### src/design/sram_tap_consts.vh
// constants for the sram test access port instruction logic
// =====================================================================
// Notes on behaviour
// - capture-ir loads 01 into the two lowest instruction bits
// - shift-ir places instruction register between tdi and tdo
// - new instruction takes effect only at update-ir
// - code 111 selects the one-bit bypass register in shift-dr
// - code 100 captures pin levels and shifts boundary register
// - pinless boundary cells capture their fixed default value
// - code 000 selects extest with boundary register in path
// - extest does not isolate functional inputs from the core
// - extest drives boundary contents on outputs at falling tck
// - extest capture-dr loads pins and defaults on rising tck
// - code 001 captures id rom and shifts id register
// - id instruction loaded at power-up and test-logic-reset
// - code 010 floats ram outputs and shifts boundary register
// - reserved codes 011 and 110 behave like bypass
// - codes are binary, msb leftmost, lsb rightmost
// - id register is 32 bits, bit 0 shifted out first
// - five tck rising edges with tms high reach test-logic-reset
// - tms and tdi sampled on rising tck, tdo changes on falling
// - bypass register is exactly one bit long
`ifndef SRAM_TAP_CONSTS_VH
`define SRAM_TAP_CONSTS_VH
// =====================================================================
// instruction codes
`define IR_LEN 3
`define INS_EXTEST 3'h0
`define INS_IDCODE 3'h1
`define INS_SAMPLE_Z 3'h2
`define INS_RESERVED_A 3'h3
`define INS_SAMPLE 3'h4
`define INS_PRIVATE 3'h5
`define INS_RESERVED_B 3'h6
`define INS_BYPASS 3'h7
`define IR_CAPTURE 2'h1
// =====================================================================
// tap states
`define ST_RESET 4'h0
`define ST_IDLE 4'h1
`define ST_SEL_DR 4'h2
`define ST_CAP_DR 4'h3
`define ST_SH_DR 4'h4
`define ST_EX1_DR 4'h5
`define ST_PA_DR 4'h6
`define ST_EX2_DR 4'h7
`define ST_UPD_DR 4'h8
`define ST_SEL_IR 4'h9
`define ST_CAP_IR 4'ha
`define ST_SH_IR 4'hb
`define ST_EX1_IR 4'hc
`define ST_PA_IR 4'hd
`define ST_EX2_IR 4'he
`define ST_UPD_IR 4'hf
// =====================================================================
// id register
`define ID_LEN 32
`define ID_UPPER 20'h0_0000
`endif

### src/design/tap_fsm.v
// tap controller state machine
`timescale 1ns/100ps
`include "sram_tap_consts.vh"
module tap_fsm
(
  // clock and reset
  input wire clk,
  input wire rst,
  // advance on tck rise
  input wire step,
  input wire tms,
  // state
  output reg [3:0] state_r
);
  reg [3:0] state_nxt;

  always @*
  begin
    case (state_r)
      `ST_RESET: state_nxt = tms ? `ST_RESET : `ST_IDLE;
      `ST_IDLE: state_nxt = tms ? `ST_SEL_DR : `ST_IDLE;
      `ST_SEL_DR: state_nxt = tms ? `ST_SEL_IR : `ST_CAP_DR;
      `ST_CAP_DR: state_nxt = tms ? `ST_EX1_DR : `ST_SH_DR;
      `ST_SH_DR: state_nxt = tms ? `ST_EX1_DR : `ST_SH_DR;
      `ST_EX1_DR: state_nxt = tms ? `ST_UPD_DR : `ST_PA_DR;
      `ST_PA_DR: state_nxt = tms ? `ST_EX2_DR : `ST_PA_DR;
      `ST_EX2_DR: state_nxt = tms ? `ST_UPD_DR : `ST_SH_DR;
      `ST_UPD_DR: state_nxt = tms ? `ST_SEL_DR : `ST_IDLE;
      `ST_SEL_IR: state_nxt = tms ? `ST_RESET : `ST_CAP_IR;
      `ST_CAP_IR: state_nxt = tms ? `ST_EX1_IR : `ST_SH_IR;
      `ST_SH_IR: state_nxt = tms ? `ST_EX1_IR : `ST_SH_IR;
      `ST_EX1_IR: state_nxt = tms ? `ST_UPD_IR : `ST_PA_IR;
      `ST_PA_IR: state_nxt = tms ? `ST_EX2_IR : `ST_PA_IR;
      `ST_EX2_IR: state_nxt = tms ? `ST_UPD_IR : `ST_SH_IR;
      `ST_UPD_IR: state_nxt = tms ? `ST_SEL_DR : `ST_IDLE;
      default: state_nxt = `ST_RESET;
    endcase
  end

  // =====================================================================
  // state register
  always @(posedge clk)
  begin
    if (rst)
      state_r <= `ST_RESET;
    else if (step)
      state_r <= state_nxt;
  end
endmodule // tap_fsm

### src/design/sram_tap.v
// test access port instruction logic of a burst sram
`timescale 1ns/100ps
`include "sram_tap_consts.vh"
module sram_tap
#(
  parameter BSR_LEN = 8,
  // arbitrary maker code, not a real assignment
  parameter [10:0] MAKER_CODE = 11'h2_A5,
  // fixed values of pinless boundary cells
  parameter [BSR_LEN-1:0] PINLESS_MASK = 8'h80,
  parameter [BSR_LEN-1:0] PINLESS_VAL = 8'h80
)
(
  // clock and reset
  input wire SYS_CLK,
  input wire RST,
  // test port pins
  input wire TCK,
  input wire TMS,
  input wire TDI,
  output reg TDO,
  output reg TDO_OE_N,
  // ram pin ring
  input wire [BSR_LEN-1:0] PIN_LEVELS,
  input wire [BSR_LEN-1:0] FUNC_OUT,
  input wire FUNC_OE_N,
  output reg [BSR_LEN-1:0] RAM_OUT,
  output reg RAM_OE_N,
  // status
  output reg [2:0] ACTIVE_INS
);
  // =====================================================================
  // pin synchronisers
  reg [1:0] tck_s_r;
  reg [1:0] tms_s_r;
  reg [1:0] tdi_s_r;
  reg tck_d_r;
  reg [BSR_LEN-1:0] pin_s1_r;
  reg [BSR_LEN-1:0] pin_s2_r;
  wire tck_rise;
  wire tck_fall;
  wire [3:0] state;

  always @(posedge SYS_CLK)
  begin
    if (RST)
    begin
      tck_s_r <= 2'h0;
      tms_s_r <= 2'h3;
      tdi_s_r <= 2'h3;
      tck_d_r <= 1'b0;
      pin_s1_r <= {BSR_LEN{1'b0}};
      pin_s2_r <= {BSR_LEN{1'b0}};
    end
    else
    begin
      tck_s_r <= {tck_s_r[0], TCK};
      tms_s_r <= {tms_s_r[0], TMS};
      tdi_s_r <= {tdi_s_r[0], TDI};
      tck_d_r <= tck_s_r[1];
      pin_s1_r <= PIN_LEVELS;
      pin_s2_r <= pin_s1_r;
    end
  end

  assign tck_rise = tck_s_r[1] & ~tck_d_r;
  assign tck_fall = ~tck_s_r[1] & tck_d_r;

  tap_fsm tap_fsm_inst
  (
    .clk(SYS_CLK),
    .rst(RST),
    .step(tck_rise),
    .tms(tms_s_r[1]),
    .state_r(state)
  );

  // =====================================================================
  // instruction decode
  localparam SEL_BYP = 2'h0;
  localparam SEL_ID = 2'h1;
  localparam SEL_BSR = 2'h2;

  function [1:0] dr_select;
    input [2:0] ins;
    begin
      case (ins)
        `INS_EXTEST: dr_select = SEL_BSR;
        `INS_IDCODE: dr_select = SEL_ID;
        `INS_SAMPLE_Z: dr_select = SEL_BSR;
        `INS_SAMPLE: dr_select = SEL_BSR;
        default: dr_select = SEL_BYP;
      endcase
    end
  endfunction

  // =====================================================================
  // shift registers advanced on tck rise; ir_r and upd_r loaded on tck fall, ir_r also in reset state
  reg [2:0] ir_sh_r;
  reg [2:0] ir_r;
  reg byp_r;
  reg [`ID_LEN-1:0] id_r;
  reg [BSR_LEN-1:0] bsr_r;
  reg [BSR_LEN-1:0] upd_r;
  wire [1:0] sel;
  wire [BSR_LEN-1:0] cap_val;
  wire [`ID_LEN-1:0] id_rom;
  wire tdi_v;

  assign sel = dr_select(ir_r);
  assign tdi_v = tdi_s_r[1];
  assign id_rom = {`ID_UPPER, MAKER_CODE, 1'b1};
  assign cap_val = (pin_s2_r & ~PINLESS_MASK) | (PINLESS_VAL & PINLESS_MASK);

  always @(posedge SYS_CLK)
  begin
    if (RST)
    begin
      ir_sh_r <= `INS_IDCODE;
      ir_r <= `INS_IDCODE;
      byp_r <= 1'b0;
      id_r <= {`ID_LEN{1'b0}};
      bsr_r <= {BSR_LEN{1'b0}};
    end
    else
    begin
      // id held in reset state, even with tck stopped there
      if (state == `ST_RESET)
        ir_r <= `INS_IDCODE;
      // update ir on the fall inside update-ir
      else if (tck_fall && (state == `ST_UPD_IR))
        ir_r <= ir_sh_r;
      if (tck_rise)
      begin
        case (state)
          `ST_CAP_IR: ir_sh_r <= {ir_r[2], `IR_CAPTURE};
          `ST_SH_IR: ir_sh_r <= {tdi_v, ir_sh_r[2:1]};
          `ST_CAP_DR:
          begin
            byp_r <= 1'b0;
            if (sel == SEL_ID)
              id_r <= id_rom;
            if (sel == SEL_BSR)
              bsr_r <= cap_val;
          end
          `ST_SH_DR:
          begin
            if (sel == SEL_BYP)
              byp_r <= tdi_v;
            if (sel == SEL_ID)
              id_r <= {tdi_v, id_r[`ID_LEN-1:1]};
            if (sel == SEL_BSR)
              bsr_r <= {tdi_v, bsr_r[BSR_LEN-1:1]};
          end
          default: ;
        endcase
      end
    end
  end

  // =====================================================================
  // outputs; tdo, its enable and the update stage changed on tck fall, ram outputs and status every clock
  always @(posedge SYS_CLK)
  begin
    if (RST)
    begin
      TDO <= 1'b0;
      TDO_OE_N <= 1'b1;
      upd_r <= {BSR_LEN{1'b0}};
      RAM_OUT <= {BSR_LEN{1'b0}};
      RAM_OE_N <= 1'b1;
      ACTIVE_INS <= `INS_IDCODE;
    end
    else
    begin
      ACTIVE_INS <= ir_r;
      // core keeps following its pins; float under sample-z
      if (ir_r == `INS_EXTEST)
      begin
        RAM_OUT <= upd_r;
        RAM_OE_N <= 1'b0;
      end
      else
      begin
        RAM_OUT <= FUNC_OUT;
        RAM_OE_N <= (ir_r == `INS_SAMPLE_Z) ? 1'b1 : FUNC_OE_N;
      end
      if (tck_fall)
      begin
        // drive on the fall inside update states
        if ((state == `ST_UPD_IR) || (state == `ST_UPD_DR))
          upd_r <= bsr_r;
        if (state == `ST_SH_IR)
        begin
          TDO <= ir_sh_r[0];
          TDO_OE_N <= 1'b0;
        end
        else if (state == `ST_SH_DR)
        begin
          TDO_OE_N <= 1'b0;
          case (sel)
            SEL_ID: TDO <= id_r[0];
            SEL_BSR: TDO <= bsr_r[0];
            default: TDO <= byp_r;
          endcase
        end
        else
          TDO_OE_N <= 1'b1;
      end
    end
  end
endmodule // sram_tap

### config.mk
export PLATFORM = sky130hd
export DESIGN_NAME = sram_tap
export DESIGN_NICKNAME = d
export VERILOG_FILES = /design/src/design/tap_fsm.v /design/src/design/sram_tap.v
export VERILOG_INCLUDE_DIRS = /design/src /design/src/design
export SDC_FILE = /design/constraint.sdc
export NUM_CORES = 1
export LEC_CHECK = 0
export ABC_AREA = 1
export BUFFER_PORTS_ARGS = -buffer_cell sky130_fd_sc_hd__buf_4
export CAP_MARGIN = 10
export CORE_MARGIN = 4
export CORE_UTILIZATION = 60
export CTS_CLUSTER_SIZE = 8
export DETAILED_ROUTE_END_ITERATION = 16
export MAX_ROUTING_LAYER = met4
export PLACE_DENSITY_LB_ADDON = 0.15
export SLEW_MARGIN = 20
export SYNTH_ARGS = -nofsm -noshare
export SYNTH_HDL_FRONTEND = slang
export SYNTH_HIERARCHICAL = 1
export SYNTH_SLANG_ARGS = --single-unit
### constraint.sdc
create_clock -name SYS_CLK -period 4.9 [get_ports SYS_CLK]
set_input_delay 0.98 -clock SYS_CLK [delete_from_list [all_inputs] [get_ports SYS_CLK]]
set_output_delay 0.98 -clock SYS_CLK [all_outputs]
set_load 0.01 [all_outputs]
==> results.md, run 1 <==
* TritonCTS buffer count at 9
* DR vias/cell at 5.09
* DRC at 0
* Placed Cells at between 700 and 800
* Die Area at 8350 sq um
* Fin. Hold Viols at 0
* Detailed Routing Iterations Pass 1 at 6
* DIE HEIGHT at just over 90 um
* Core area at 6760 sq um
* Post-CTS Hold Fix Bufs at 0
* Sequential fraction of the synthesis area at 0.451
* Worst vdd ir at about 250 uV
* Max Clock Skew at about 0.018 ns
* Hold Path Sink: pin_s2_r[2]$_SDFF_PP0_
* Reg2Reg Depth at 8
* Cell area after synthesis at 4170 sq um
* Share of the synthesized area in the top cell type at 0.451
* Antenna-violating nets left at 0
* Final period util at 0.558
* Pre-CTS WS at 2.17 ns
* Cells after synthesis at 618
* Dpl hpwl at between 5000 and 6000 um
* Remaining global-route overflow at 0
* #FFs+latches synth at 94
* WS Path Type: reg -> reg
* Synth-to-Final Area Change at 10.5%
* Worst path required time at 5.19 ns
* CP Capture Type: register
* Initial DRC count at 225
* Setup TNS at 0 ns
* Post-CTS setup buffer count at 0
* Io pins at 36
* Worst-Margin Slew at 1.01 ns
* Final worst path period need at 2.73 ns
* Reg-to-reg endpoint: id_r[18]$_SDFFE_PP0P_
* Largest net degree at the start of global routing at 64
* Mean area per synthesized cell at between 6 and 7 sq um
* Final non-filler cell total at 723
* Yosys Warn Count at 6
* Final worst setup slack at 2.17 ns
* Crit path DAT at ~3.0 ns
* RR Startpoint: tap_fsm_inst/state_r[2]$_SDFFE_PP0P_
* Clock Sinks at 94
* WL final at 8080 um
* Die Wd at about 91 um
* Proportion of layout cells with a drive suffix above 1 at 0.115
* Xor and xnor fraction of the mapped netlist area at 0
* H-tree levels at 3
* Post-synthesis adder-cell area fraction at 0.00900
* Hold depth at 2
* Worst skew pair latency at 0.36 ns
* Row count at 30
* Post-synthesis cell type count at 27
* Routed wire per std cell at 11.2 um
* Total track usage at 0.208
* Dominant cell type by area after synthesis: dfxtp_1
* Power Dens Cells at 284 nW/um^2
* Synth Area in Simple Gates at 0.343
* Top cells by area, synth: dfxtp_1, nand2_1, nor2_1, inv_1, nand3_1
* Routability cong. at slightly above 0.9
* LEAKAGE at 0.00219 uW
* Vias in the first global route at around 3300
* Clock Path Buffers at 2
* Compound-Gate Fraction of Synth Area at 0.0711
* CTS tree: done
* F_max at approximately 370 MHz
* Hold Crit Class: reg -> reg
* Mux share of post-synthesis cell area at 0
* Initial core utilization at 0.617
* Clock Pin Slew Worst Setup and Hold Paths at 0.10 ns
* Max_cap viols at 0
* Hold path start: pin_s1_r[2]$_SDFF_PP0_
* Max-slew headroom at 0.328
* RSZ-0062 raised after global routing: no
* Initial antenna violation count at 0
* Fin nets at 663
* Pins over their slew limit at 0
* Final setup viols at 0
* Status: finished, final reports clean
* Setup slack, reg-to-reg at approximately 2.2 ns
* ANT cells at 0
* Port Buf Inserts at 34
* Crit start category: register
* Main combinational cell family by area after synthesis: simple AND/OR/NAND/NOR gates
* First-pass GRT wire length at 14100 um
* Total nets after synthesis at 643
* Max FO, Critical Path at 37
* Cts repair resizes at 0
* Via count of the routed design at 3682
* CTS root buffer: clkbuf_8
critical path, stage by stage (launching register included):
cell     delay (ns)
dfxtp_1        0.73
inv_2          0.11
nor2_4         0.45
nand2_1        0.15
nand2_2        0.42
nand3_4        0.45
nand2_1        0.16
nand2_1        0.06
nor2_1         0.12
worst max-delay path by stage:
stage                                          from               endpoint  slack [ns]  depth (start not counted)
2_1_floorplan                                   RST  RAM_OUT[6]$_SDFF_PP0_        3.14                          5
3_3_place_gp   tap_fsm_inst/state_r[2]$_SDFFE_PP0P_  id_r[31]$_SDFFE_PP0P_        2.22                          7
4_1_cts        tap_fsm_inst/state_r[2]$_SDFFE_PP0P_   id_r[5]$_SDFFE_PP0P_        2.14                          8
6_report       tap_fsm_inst/state_r[2]$_SDFFE_PP0P_  id_r[18]$_SDFFE_PP0P_        2.17                          8
5_1_grt        tap_fsm_inst/state_r[2]$_SDFFE_PP0P_  id_r[31]$_SDFFE_PP0P_        1.78                          8
3_5_place_dp   tap_fsm_inst/state_r[2]$_SDFFE_PP0P_  id_r[18]$_SDFFE_PP0P_        2.17                          8
placed cells by master (no fill, tap or decap), drive strengths merged, types with 2 or more instances in the layout:
master    count
o21ai        35
nor2        127
nand4        28
nand2       129
a21oi        20
nand3        39
buf          38
ha            3
nor3          3
or2           4
clkinvlp      2
clkbuf       10
dfxtp        94
inv         107
flip-flops by register name (all words and copies together), names as in the netlist, 2 cells and up:
register and cells:
pin_s2_r 7, pin_s1_r 7, tdi_s_r 2, bsr_r 8
ir_sh_r 3, tck_s_r 2, RAM_OUT 8, tap_fsm_inst/state_r 4
id_r 32, ir_r 3, ACTIVE_INS 3, tms_s_r 2
upd_r 8
metrics by stage:
stage	area, sq um	hold slack (ns)	power [uW]	utilization
2_1_floorplan	4170	0.388	830	-
3_3_place_gp	4420	0.392	854	0.654
3_5_place_dp	4420	0.394	857	0.654
4_1_cts	4600	0.408	1320	0.681
5_1_grt	4610	0.422	1360	0.682
6_report	4610	0.406	1310	0.682
cells in the mapped netlist:
master and instances:
nand2_1 126, nor2_1 121, inv_1 101, dfxtp_1 94
nand3_1 37, o21ai_0 31, nand4_1 28, a21oi_1 18
clkbuf_1 15, buf_2 8, nor2_2 5, buf_1 4
o21ai_1 4, or2_2 4, ha_1 3, inv_2 3
nand2_2 3, a21oi_2 2, buf_6 2, nor3_1 2
a31oi_1 1, nand3_2 1, nand3_4 1, nand3b_1 1
nor2_4 1, nor3_2 1, o211ai_1 1
metal layers:
| metal | vias to the layer above | GRT usage | routed length (um) |
|---|---|---|---|
| li1 | 1941 | - | - |
| met2 | 85 | 0.332 | 3780 |
| met5 | - | - | 0 |
| met1 | 1647 | 0.261 | 3840 |
| met3 | 9 | 0.0315 | 356 |
| met4 | 0 | 0.0917 | 111 |
power by group:
group,switching (uW),total (uW),internal [uW]
Clock,276,469,193
Sequential,4.01,779,775
Combinational,33.6,59.4,25.8
Total,314,1310,994
area by class of cell:
class,instances,area (sq um)
Clock buffer,10,128
Inverter,104,390
Tap cell,80,100
Timing Repair Buffer,38,285
Multi-Input combinational cell,391,1770
Sequential cell,94,1880
Fill cell,590,2150
Clock inverter,6,52.6
cells by family (layout without fill, tap and decap cells):
| group | count (synthesis) | after routing |
|---|---|---|
| and+or+nand+nor | 331 | 331 |
| buffers and inverters | 133 | 158 |
| DFF | 94 | 94 |
| AOI/OAI and AO/OA | 57 | 57 |
| adders and majority gates | 3 | 3 |
Power figures use the tool's default switching activity.
==> run 2: changes to the inputs <==
- CORE_UTILIZATION: 60 -> 53
- clock period: 4.9 -> 2.3 ns (I/O delays scaled with it)
==> results.md, run 2 (same netlist as run 1, synthesis figures left out) <==
* Status: finished, final reports clean (unchanged)
* Worst-Margin Slew at 0.634 ns (was 1.01 ns)
* Core area at 7690 sq um (was 6760 sq um)
* Antenna-violating nets left at 0 (unchanged)
* Proportion of layout cells with a drive suffix above 1 at 0.122 (was 0.115)
* Fin. Hold Viols at 0 (unchanged)
* CTS root buffer: clkbuf_8 (unchanged)
* Fin nets at 668 (was 663)
* Clock Path Buffers at 2 (unchanged)
* DR vias/cell at 4.93 (was 5.09)
* Synth-to-Final Area Change at 12.7% (was 10.5%)
* Die Wd at 96.7 um (was 91.4 um)
* Power Dens Cells at 618 nW/um^2 (was 284 nW/um^2)
* Largest Register: id_r (unchanged)
* DIE HEIGHT at 96.7 um (was 91.4 um)
* Hold path start: TDI (was pin_s1_r[2]$_SDFF_PP0_)
* Largest net degree at the start of global routing at 38 (was 64)
* Hold Crit Class: in -> reg (was reg -> reg)
* Core Util, Final at 0.611 (was 0.682)
* Post-CTS Hold Fix Bufs at 0 (unchanged)
* Cells along the critical path: nand2_1 > inv_1 > nand2_1 > nand2_2 > nand3_4 > nand2_1 > nand2_1 > nor2_1 (was inv_2 > nor2_4 > nand2_1 > nand2_2 > nand3_4 > nand2_1 > nand2_1 > nor2_1)
* RR Startpoint: tap_fsm_inst/state_r[0]$_SDFFE_PP0P_ (was tap_fsm_inst/state_r[2]$_SDFFE_PP0P_)
* Clock Sinks at 94 (unchanged)
* Initial DRC count at 204 (was 225)
* Worst path required time at 2.59 ns (was 5.19 ns)
* First-pass GRT wire length at 14100 um (about the same)
* Remaining global-route overflow at 0 (unchanged)
* Final worst path period need at 1.96 ns (was 2.73 ns)
* Reg2Reg Depth at 8 (unchanged)
* CTS tree: done (unchanged)
* Post-CTS setup buffer count at 0 (unchanged)
* Top Metal Used: met4 (unchanged)
* Max-slew headroom at 0.577 (was 0.328)
* Row count at 32 (was 30)
* Final period util at 0.854 (was 0.558)
* Worst vdd ir at 318 uV (was 250 uV)
* Total track usage at 0.181 (was 0.208)
* Reg-to-reg endpoint: id_r[26]$_SDFFE_PP0P_ (was id_r[18]$_SDFFE_PP0P_)
* Final non-filler cell total at 750 (was 723)
* F_max at 509 MHz (was 366 MHz)
* Largest stage delay, worst path at 0.60 ns (was 0.73 ns)
* Routability cong. at 0.873 (was 0.920)
* Most common cell on crit path: nand2_1 (unchanged)
* Pins over their slew limit at 0 (unchanged)
* Clock Pin Slew Worst Setup and Hold Paths at 0.09 ns (was 0.10 ns)
* Met3 WL at 467 um (was 356 um)
* Setup TNS at 0 ns (unchanged)
* Io pins at 36 (unchanged)
* Setup slack, reg-to-reg at 0.34 ns (was 2.17 ns)
* Crit start category: register (unchanged)
* Worst skew pair latency at 0.36 ns (about the same)
* Final setup viols at 0 (unchanged)
* WS Path Type: reg -> reg (unchanged)
* Post-Layout Inst Area at 4700 sq um (was 4610 sq um)
* CP max-delay cell: dfxtp_1 (unchanged)
* Initial antenna violation count at 0 (unchanged)
* Routed wire per std cell at 10.9 um (was 11.2 um)
* DRC at 0 (unchanged)
* Filler Cell Count at 742 (was 590)
* Dpl cell area at 4490 sq um (was 4420 sq um)
* Max FFs per register at 32 (unchanged)
* Die Area at 9350 sq um (was 8350 sq um)
* Most frequent cells in the layout: nand2_1, nor2_1, inv_1, dfxtp_1, buf_4 (unchanged)
* Crit path DAT at 2.25 ns (was 3.03 ns)
* LEAKAGE at 0.00223 uW (was 0.00219 uW)
* Max_cap viols at 0 (unchanged)
* WL final at 8200 um (was 8080 um)
* ANT cells at 0 (unchanged)
* RSZ-0062 raised after global routing: no (unchanged)
* Max FO, Critical Path at 37 (unchanged)
* Hold Path Sink: tdi_s_r[0]$_SDFF_PP1_ (was pin_s2_r[2]$_SDFF_PP0_)
* Met2 routed WL at 3790 um (was 3780 um)
* Detailed Routing Iterations Pass 1 at 4 (was 6)
* Hold depth at 2 (unchanged)
* Wl on met1 at 3900 um (was 3840 um)
* Leading cell type in the layout, fill and taps excluded: nand2_1 (unchanged)
* Dpl hpwl at 5190 um (was 5090 um)
* Placed Cells at 733 (was 707)
* H-tree levels at 3 (unchanged)
* Combined buffer and inverter count along the critical path at 1 (unchanged)
* Max Clock Skew at 0.0162 ns (was 0.0178 ns)
* Initial core utilization at 0.542 (was 0.617)
* TritonCTS buffer count at 9 (unchanged)
* CP top delay family: simple AND/OR/NAND/NOR gates (unchanged)
* CP Capture Type: register (unchanged)
* Cts repair resizes at 0 (unchanged)
* Port Buf Inserts at 34 (unchanged)
* Via count of the routed design at 3698 (was 3682)
* Vias in the first global route at 3244 (was 3303)
## run 2: cell types whose count changed in the layout (fill, tap and decap cells not counted)
cell,change
buf_12,+1
nor2_4,-1
nor2_2,+2
bufinv_16,+1
buf_4,+3
clkinvlp_4,-1
## run 2: worst reg2reg max path, cell delays in order, from the launching register on
cell	delay [ns]
dfxtp_1	0.60
nand2_1	0.16
inv_1	0.11
nand2_1	0.06
nand2_2	0.26
nand3_4	0.41
nand2_1	0.18
nand2_1	0.06
nor2_1	0.08
## run 2: cell type report
| type | instances | area [sq um] | share of cell area |
|---|---|---|---|
| inverter | 104 | 390 | 0.0831 |
| sequential | 94 | 1880 | 0.400 |
| clock inverter | 6 | 75.1 | 0.0160 |
| timing repair buffer | 42 | 328 | 0.0698 |
| multi-input combinational | 392 | 1770 | 0.376 |
| tap | 102 | 128 | 0.0272 |
| clock buffer | 10 | 128 | 0.0272 |
## run 2: stage by stage
step / power (uW) / hold WS [ns] / setup WS, ns
CTS: 2930 / 0.268 / 0.192
detailed placement: 1830 / 0.393 / 0.221
global route: 3020 / 0.265 / 0.0784
floorplan: 1770 / 0.388 / 0.578
global placement: 1820 / 0.392 / 0.234
finish: 2900 / 0.280 / 0.337
## run 2: worst max path at each step
stage / from / end / slack [ns] / cells after the start
detailed placement: tap_fsm_inst/state_r[3]$_SDFFE_PP0P_ / id_r[13]$_SDFFE_PP0P_ / 0.22 / 7
global placement: tap_fsm_inst/state_r[3]$_SDFFE_PP0P_ / id_r[18]$_SDFFE_PP0P_ / 0.23 / 6
global route: tap_fsm_inst/state_r[0]$_SDFFE_PP0P_ / id_r[24]$_SDFFE_PP0P_ / 0.08 / 8
CTS: tap_fsm_inst/state_r[3]$_SDFFE_PP0P_ / id_r[26]$_SDFFE_PP0P_ / 0.19 / 7
finish: tap_fsm_inst/state_r[0]$_SDFFE_PP0P_ / id_r[26]$_SDFFE_PP0P_ / 0.34 / 8
floorplan: ir_r[0]$_SDFFE_PP1P_ / id_r[20]$_SDFFE_PP0P_ / 0.58 / 8
## run 2: report_power, final
part           leakage (uW)  switching (uW)  internal [uW]
registers          0.000764            7.79           1650
clock network     0.0000994             598            520
logic               0.00137            70.0           57.5
total               0.00223             675           2230
## run 2: layer usage
| layer | track usage | up-vias |
|---|---|---|
| met5 | - | - |
| met4 | 0.0508 | 0 |
| met3 | 0.0469 | 2 |
| met2 | 0.295 | 89 |
| met1 | 0.224 | 1660 |
| li1 | - | 1947 |
==> run 3: changes to the inputs <==
- PLACE_DENSITY_LB_ADDON: 0.15 -> 0.08
==> results.md, run 3 (same netlist as run 1, synthesis figures left out) <==
* First-pass GRT wire length at 14800 um (was 14100 um)
* Worst skew pair latency at 0.36 ns (about the same)
* Most frequent cells in the layout: nand2_1, nor2_1, inv_1, dfxtp_1, buf_4 (unchanged)
* DR vias/cell at 4.94 (was 4.93)
* Setup slack, reg-to-reg at 0.35 ns (was 0.34 ns)
* Initial antenna violation count at 0 (unchanged)
* Pins over their slew limit at 0 (unchanged)
* Final period util at 0.850 (was 0.854)
* Clock Sinks at 94 (unchanged)
* Clock Pin Slew Worst Setup and Hold Paths at 0.09 ns (about the same)
* Fin nets at 670 (was 668)
* Total track usage at 0.191 (was 0.181)
* Leading cell type in the layout, fill and taps excluded: nand2_1 (unchanged)
* CP Launch Point: tap_fsm_inst/state_r[3]$_SDFFE_PP0P_ (was tap_fsm_inst/state_r[0]$_SDFFE_PP0P_)
* RR Startpoint: tap_fsm_inst/state_r[3]$_SDFFE_PP0P_ (was tap_fsm_inst/state_r[0]$_SDFFE_PP0P_)
* Die Wd at 96.7 um (unchanged)
* Initial core utilization at 0.542 (unchanged)
* Max_cap viols at 0 (unchanged)
* CP endpoint: id_r[9]$_SDFFE_PP0P_ (was id_r[26]$_SDFFE_PP0P_)
* Proportion of layout cells with a drive suffix above 1 at 0.125 (was 0.122)
* Combined buffer and inverter count along the critical path at 1 (unchanged)
* Largest Register: id_r (unchanged)
* ANT cells at 0 (unchanged)
* Filler Cell Count at 750 (was 742)
* Hold Crit Class: in -> reg (unchanged)
* CTS tree: done (unchanged)
* Final worst path period need at 1.95 ns (was 1.96 ns)
* F_max at 512 MHz (was 509 MHz)
* Initial DRC count at 222 (was 204)
* Most common cell on crit path: nand2_1 (unchanged)
* Setup TNS at 0 ns (unchanged)
* Worst vdd ir at 404 uV (was 318 uV)
* TritonCTS buffer count at 9 (unchanged)
* Routability cong. at 0.815 (was 0.873)
* Antenna-violating nets left at 0 (unchanged)
* Largest stage delay, worst path at 0.52 ns (was 0.60 ns)
* WS Path Type: reg -> reg (unchanged)
* Worst-Margin Slew at 0.663 ns (was 0.634 ns)
* Post-CTS setup buffer count at 0 (unchanged)
* Port Buf Inserts at 34 (unchanged)
* Largest net degree at the start of global routing at 38 (unchanged)
* WL final at 8300 um (was 8200 um)
* Row count at 32 (unchanged)
* DIE HEIGHT at 96.7 um (unchanged)
* RSZ-0062 raised after global routing: no (unchanged)
* Power Dens Cells at 598 nW/um^2 (was 618 nW/um^2)
* Critical path depth in cells at 7 (was 8)
* H-tree levels at 3 (unchanged)
* CP max-delay cell: dfxtp_1 (unchanged)
* Max FO, Critical Path at 37 (unchanged)
* Io pins at 36 (unchanged)
* Routed wire per std cell at 11.0 um (was 10.9 um)
* Crit start category: register (unchanged)
* Crit path DAT at 2.25 ns (about the same)
* Final worst setup slack at 0.346 ns (was 0.337 ns)
* DRC at 0 (unchanged)
* Remaining global-route overflow at 0 (unchanged)
* Final setup viols at 0 (unchanged)
* Pre-CTS WS at 0.201 ns (was 0.221 ns)
* Max FFs per register at 32 (unchanged)
* Clock Path Buffers at 2 (unchanged)
* CP Capture Type: register (unchanged)
* CP top delay family: simple AND/OR/NAND/NOR gates (unchanged)
* Cts repair resizes at 0 (unchanged)
* Die Area at 9350 sq um (unchanged)
* Via count of the routed design at 3715 (was 3698)
* Vias in the first global route at 3402 (was 3244)
* Fin. Hold Viols at 0 (unchanged)
* Detailed Routing Iterations Pass 1 at 4 (unchanged)
* Dpl hpwl at 5350 um (was 5190 um)
* Post-CTS Hold Fix Bufs at 0 (unchanged)
* Core area at 7690 sq um (unchanged)
* Status: finished, final reports clean (unchanged)
* Cells along the critical path: nor2_4 > nand2_1 > nand2_2 > nand3_4 > nand2_1 > inv_1 > nor2_1 (was nand2_1 > inv_1 > nand2_1 > nand2_2 > nand3_4 > nand2_1 > nand2_1 > nor2_1)
* CTS root buffer: clkbuf_8 (unchanged)
* Reg2Reg Depth at 7 (was 8)
* Reg-to-reg endpoint: id_r[9]$_SDFFE_PP0P_ (was id_r[26]$_SDFFE_PP0P_)
* Worst path required time at 2.59 ns (about the same)
* LEAKAGE at 0.00223 uW (about the same)
* Max Clock Skew at 0.0124 ns (was 0.0162 ns)
* Synth-to-Final Area Change at 12.3% (was 12.7%)
* Max-slew headroom at 0.557 (was 0.577)
-- run 3: how the worst min path moves through the flow --
| stage | start | endpoint | slack, ns | cells past startpoint |
|---|---|---|---|---|
| 3_5_place_dp | pin_s1_r[6]$_SDFF_PP0_ | pin_s2_r[6]$_SDFF_PP0_ | 0.40 | 2 |
| 3_3_place_gp | tdi_s_r[0]$_SDFF_PP1_ | tdi_s_r[1]$_SDFF_PP1_ | 0.39 | 1 |
| 6_report | TDI | tdi_s_r[0]$_SDFF_PP1_ | 0.28 | 2 |
| 5_1_grt | TDI | tdi_s_r[0]$_SDFF_PP1_ | 0.25 | 2 |
| 2_1_floorplan | pin_s1_r[0]$_SDFF_PP0_ | pin_s2_r[0]$_SDFF_PP0_ | 0.39 | 2 |
| 4_1_cts | TDI | tdi_s_r[0]$_SDFF_PP1_ | 0.26 | 2 |
-- run 3: stage by stage --
step / area (sq um) / cells / hold slack, ns / util / total power (uW)
floorplan: 4170 / 618 / 0.388 / - / 1770
global placement: 4490 / 735 / 0.391 / 0.584 / 1820
detailed placement: 4490 / 735 / 0.396 / 0.584 / 1830
CTS: 4670 / 751 / 0.261 / 0.608 / 2840
global route: 4680 / 752 / 0.253 / 0.609 / 2930
finish: 4680 / 752 / 0.279 / 0.609 / 2800
-- run 3: per-layer routing --
metal	GRT usage	up-vias	wire length [um]
met4	0.0475	0	74
met5	-	-	0
met2	0.306	77	3790
met3	0.0526	7	403
li1	-	1956	-
met1	0.241	1675	4040
-- run 3: layout make-up --
cell class / count / area (sq um) / area share
Inverter: 104 / 390 / 0.0834
Timing Repair Buffer: 44 / 330 / 0.0706
Multi-Input combinational cell: 392 / 1770 / 0.378
Sequential cell: 94 / 1880 / 0.402
Clock buffer: 10 / 128 / 0.0273
Tap cell: 102 / 128 / 0.0273
Clock inverter: 6 / 53.8 / 0.0115
-- run 3: where the power goes --
group,switching [uW],leakage (uW),internal (uW)
logic,71.0,0.00138,57.1
clock network,600,0.0000894,412
registers,8.42,0.000764,1650
total,679,0.00223,2120
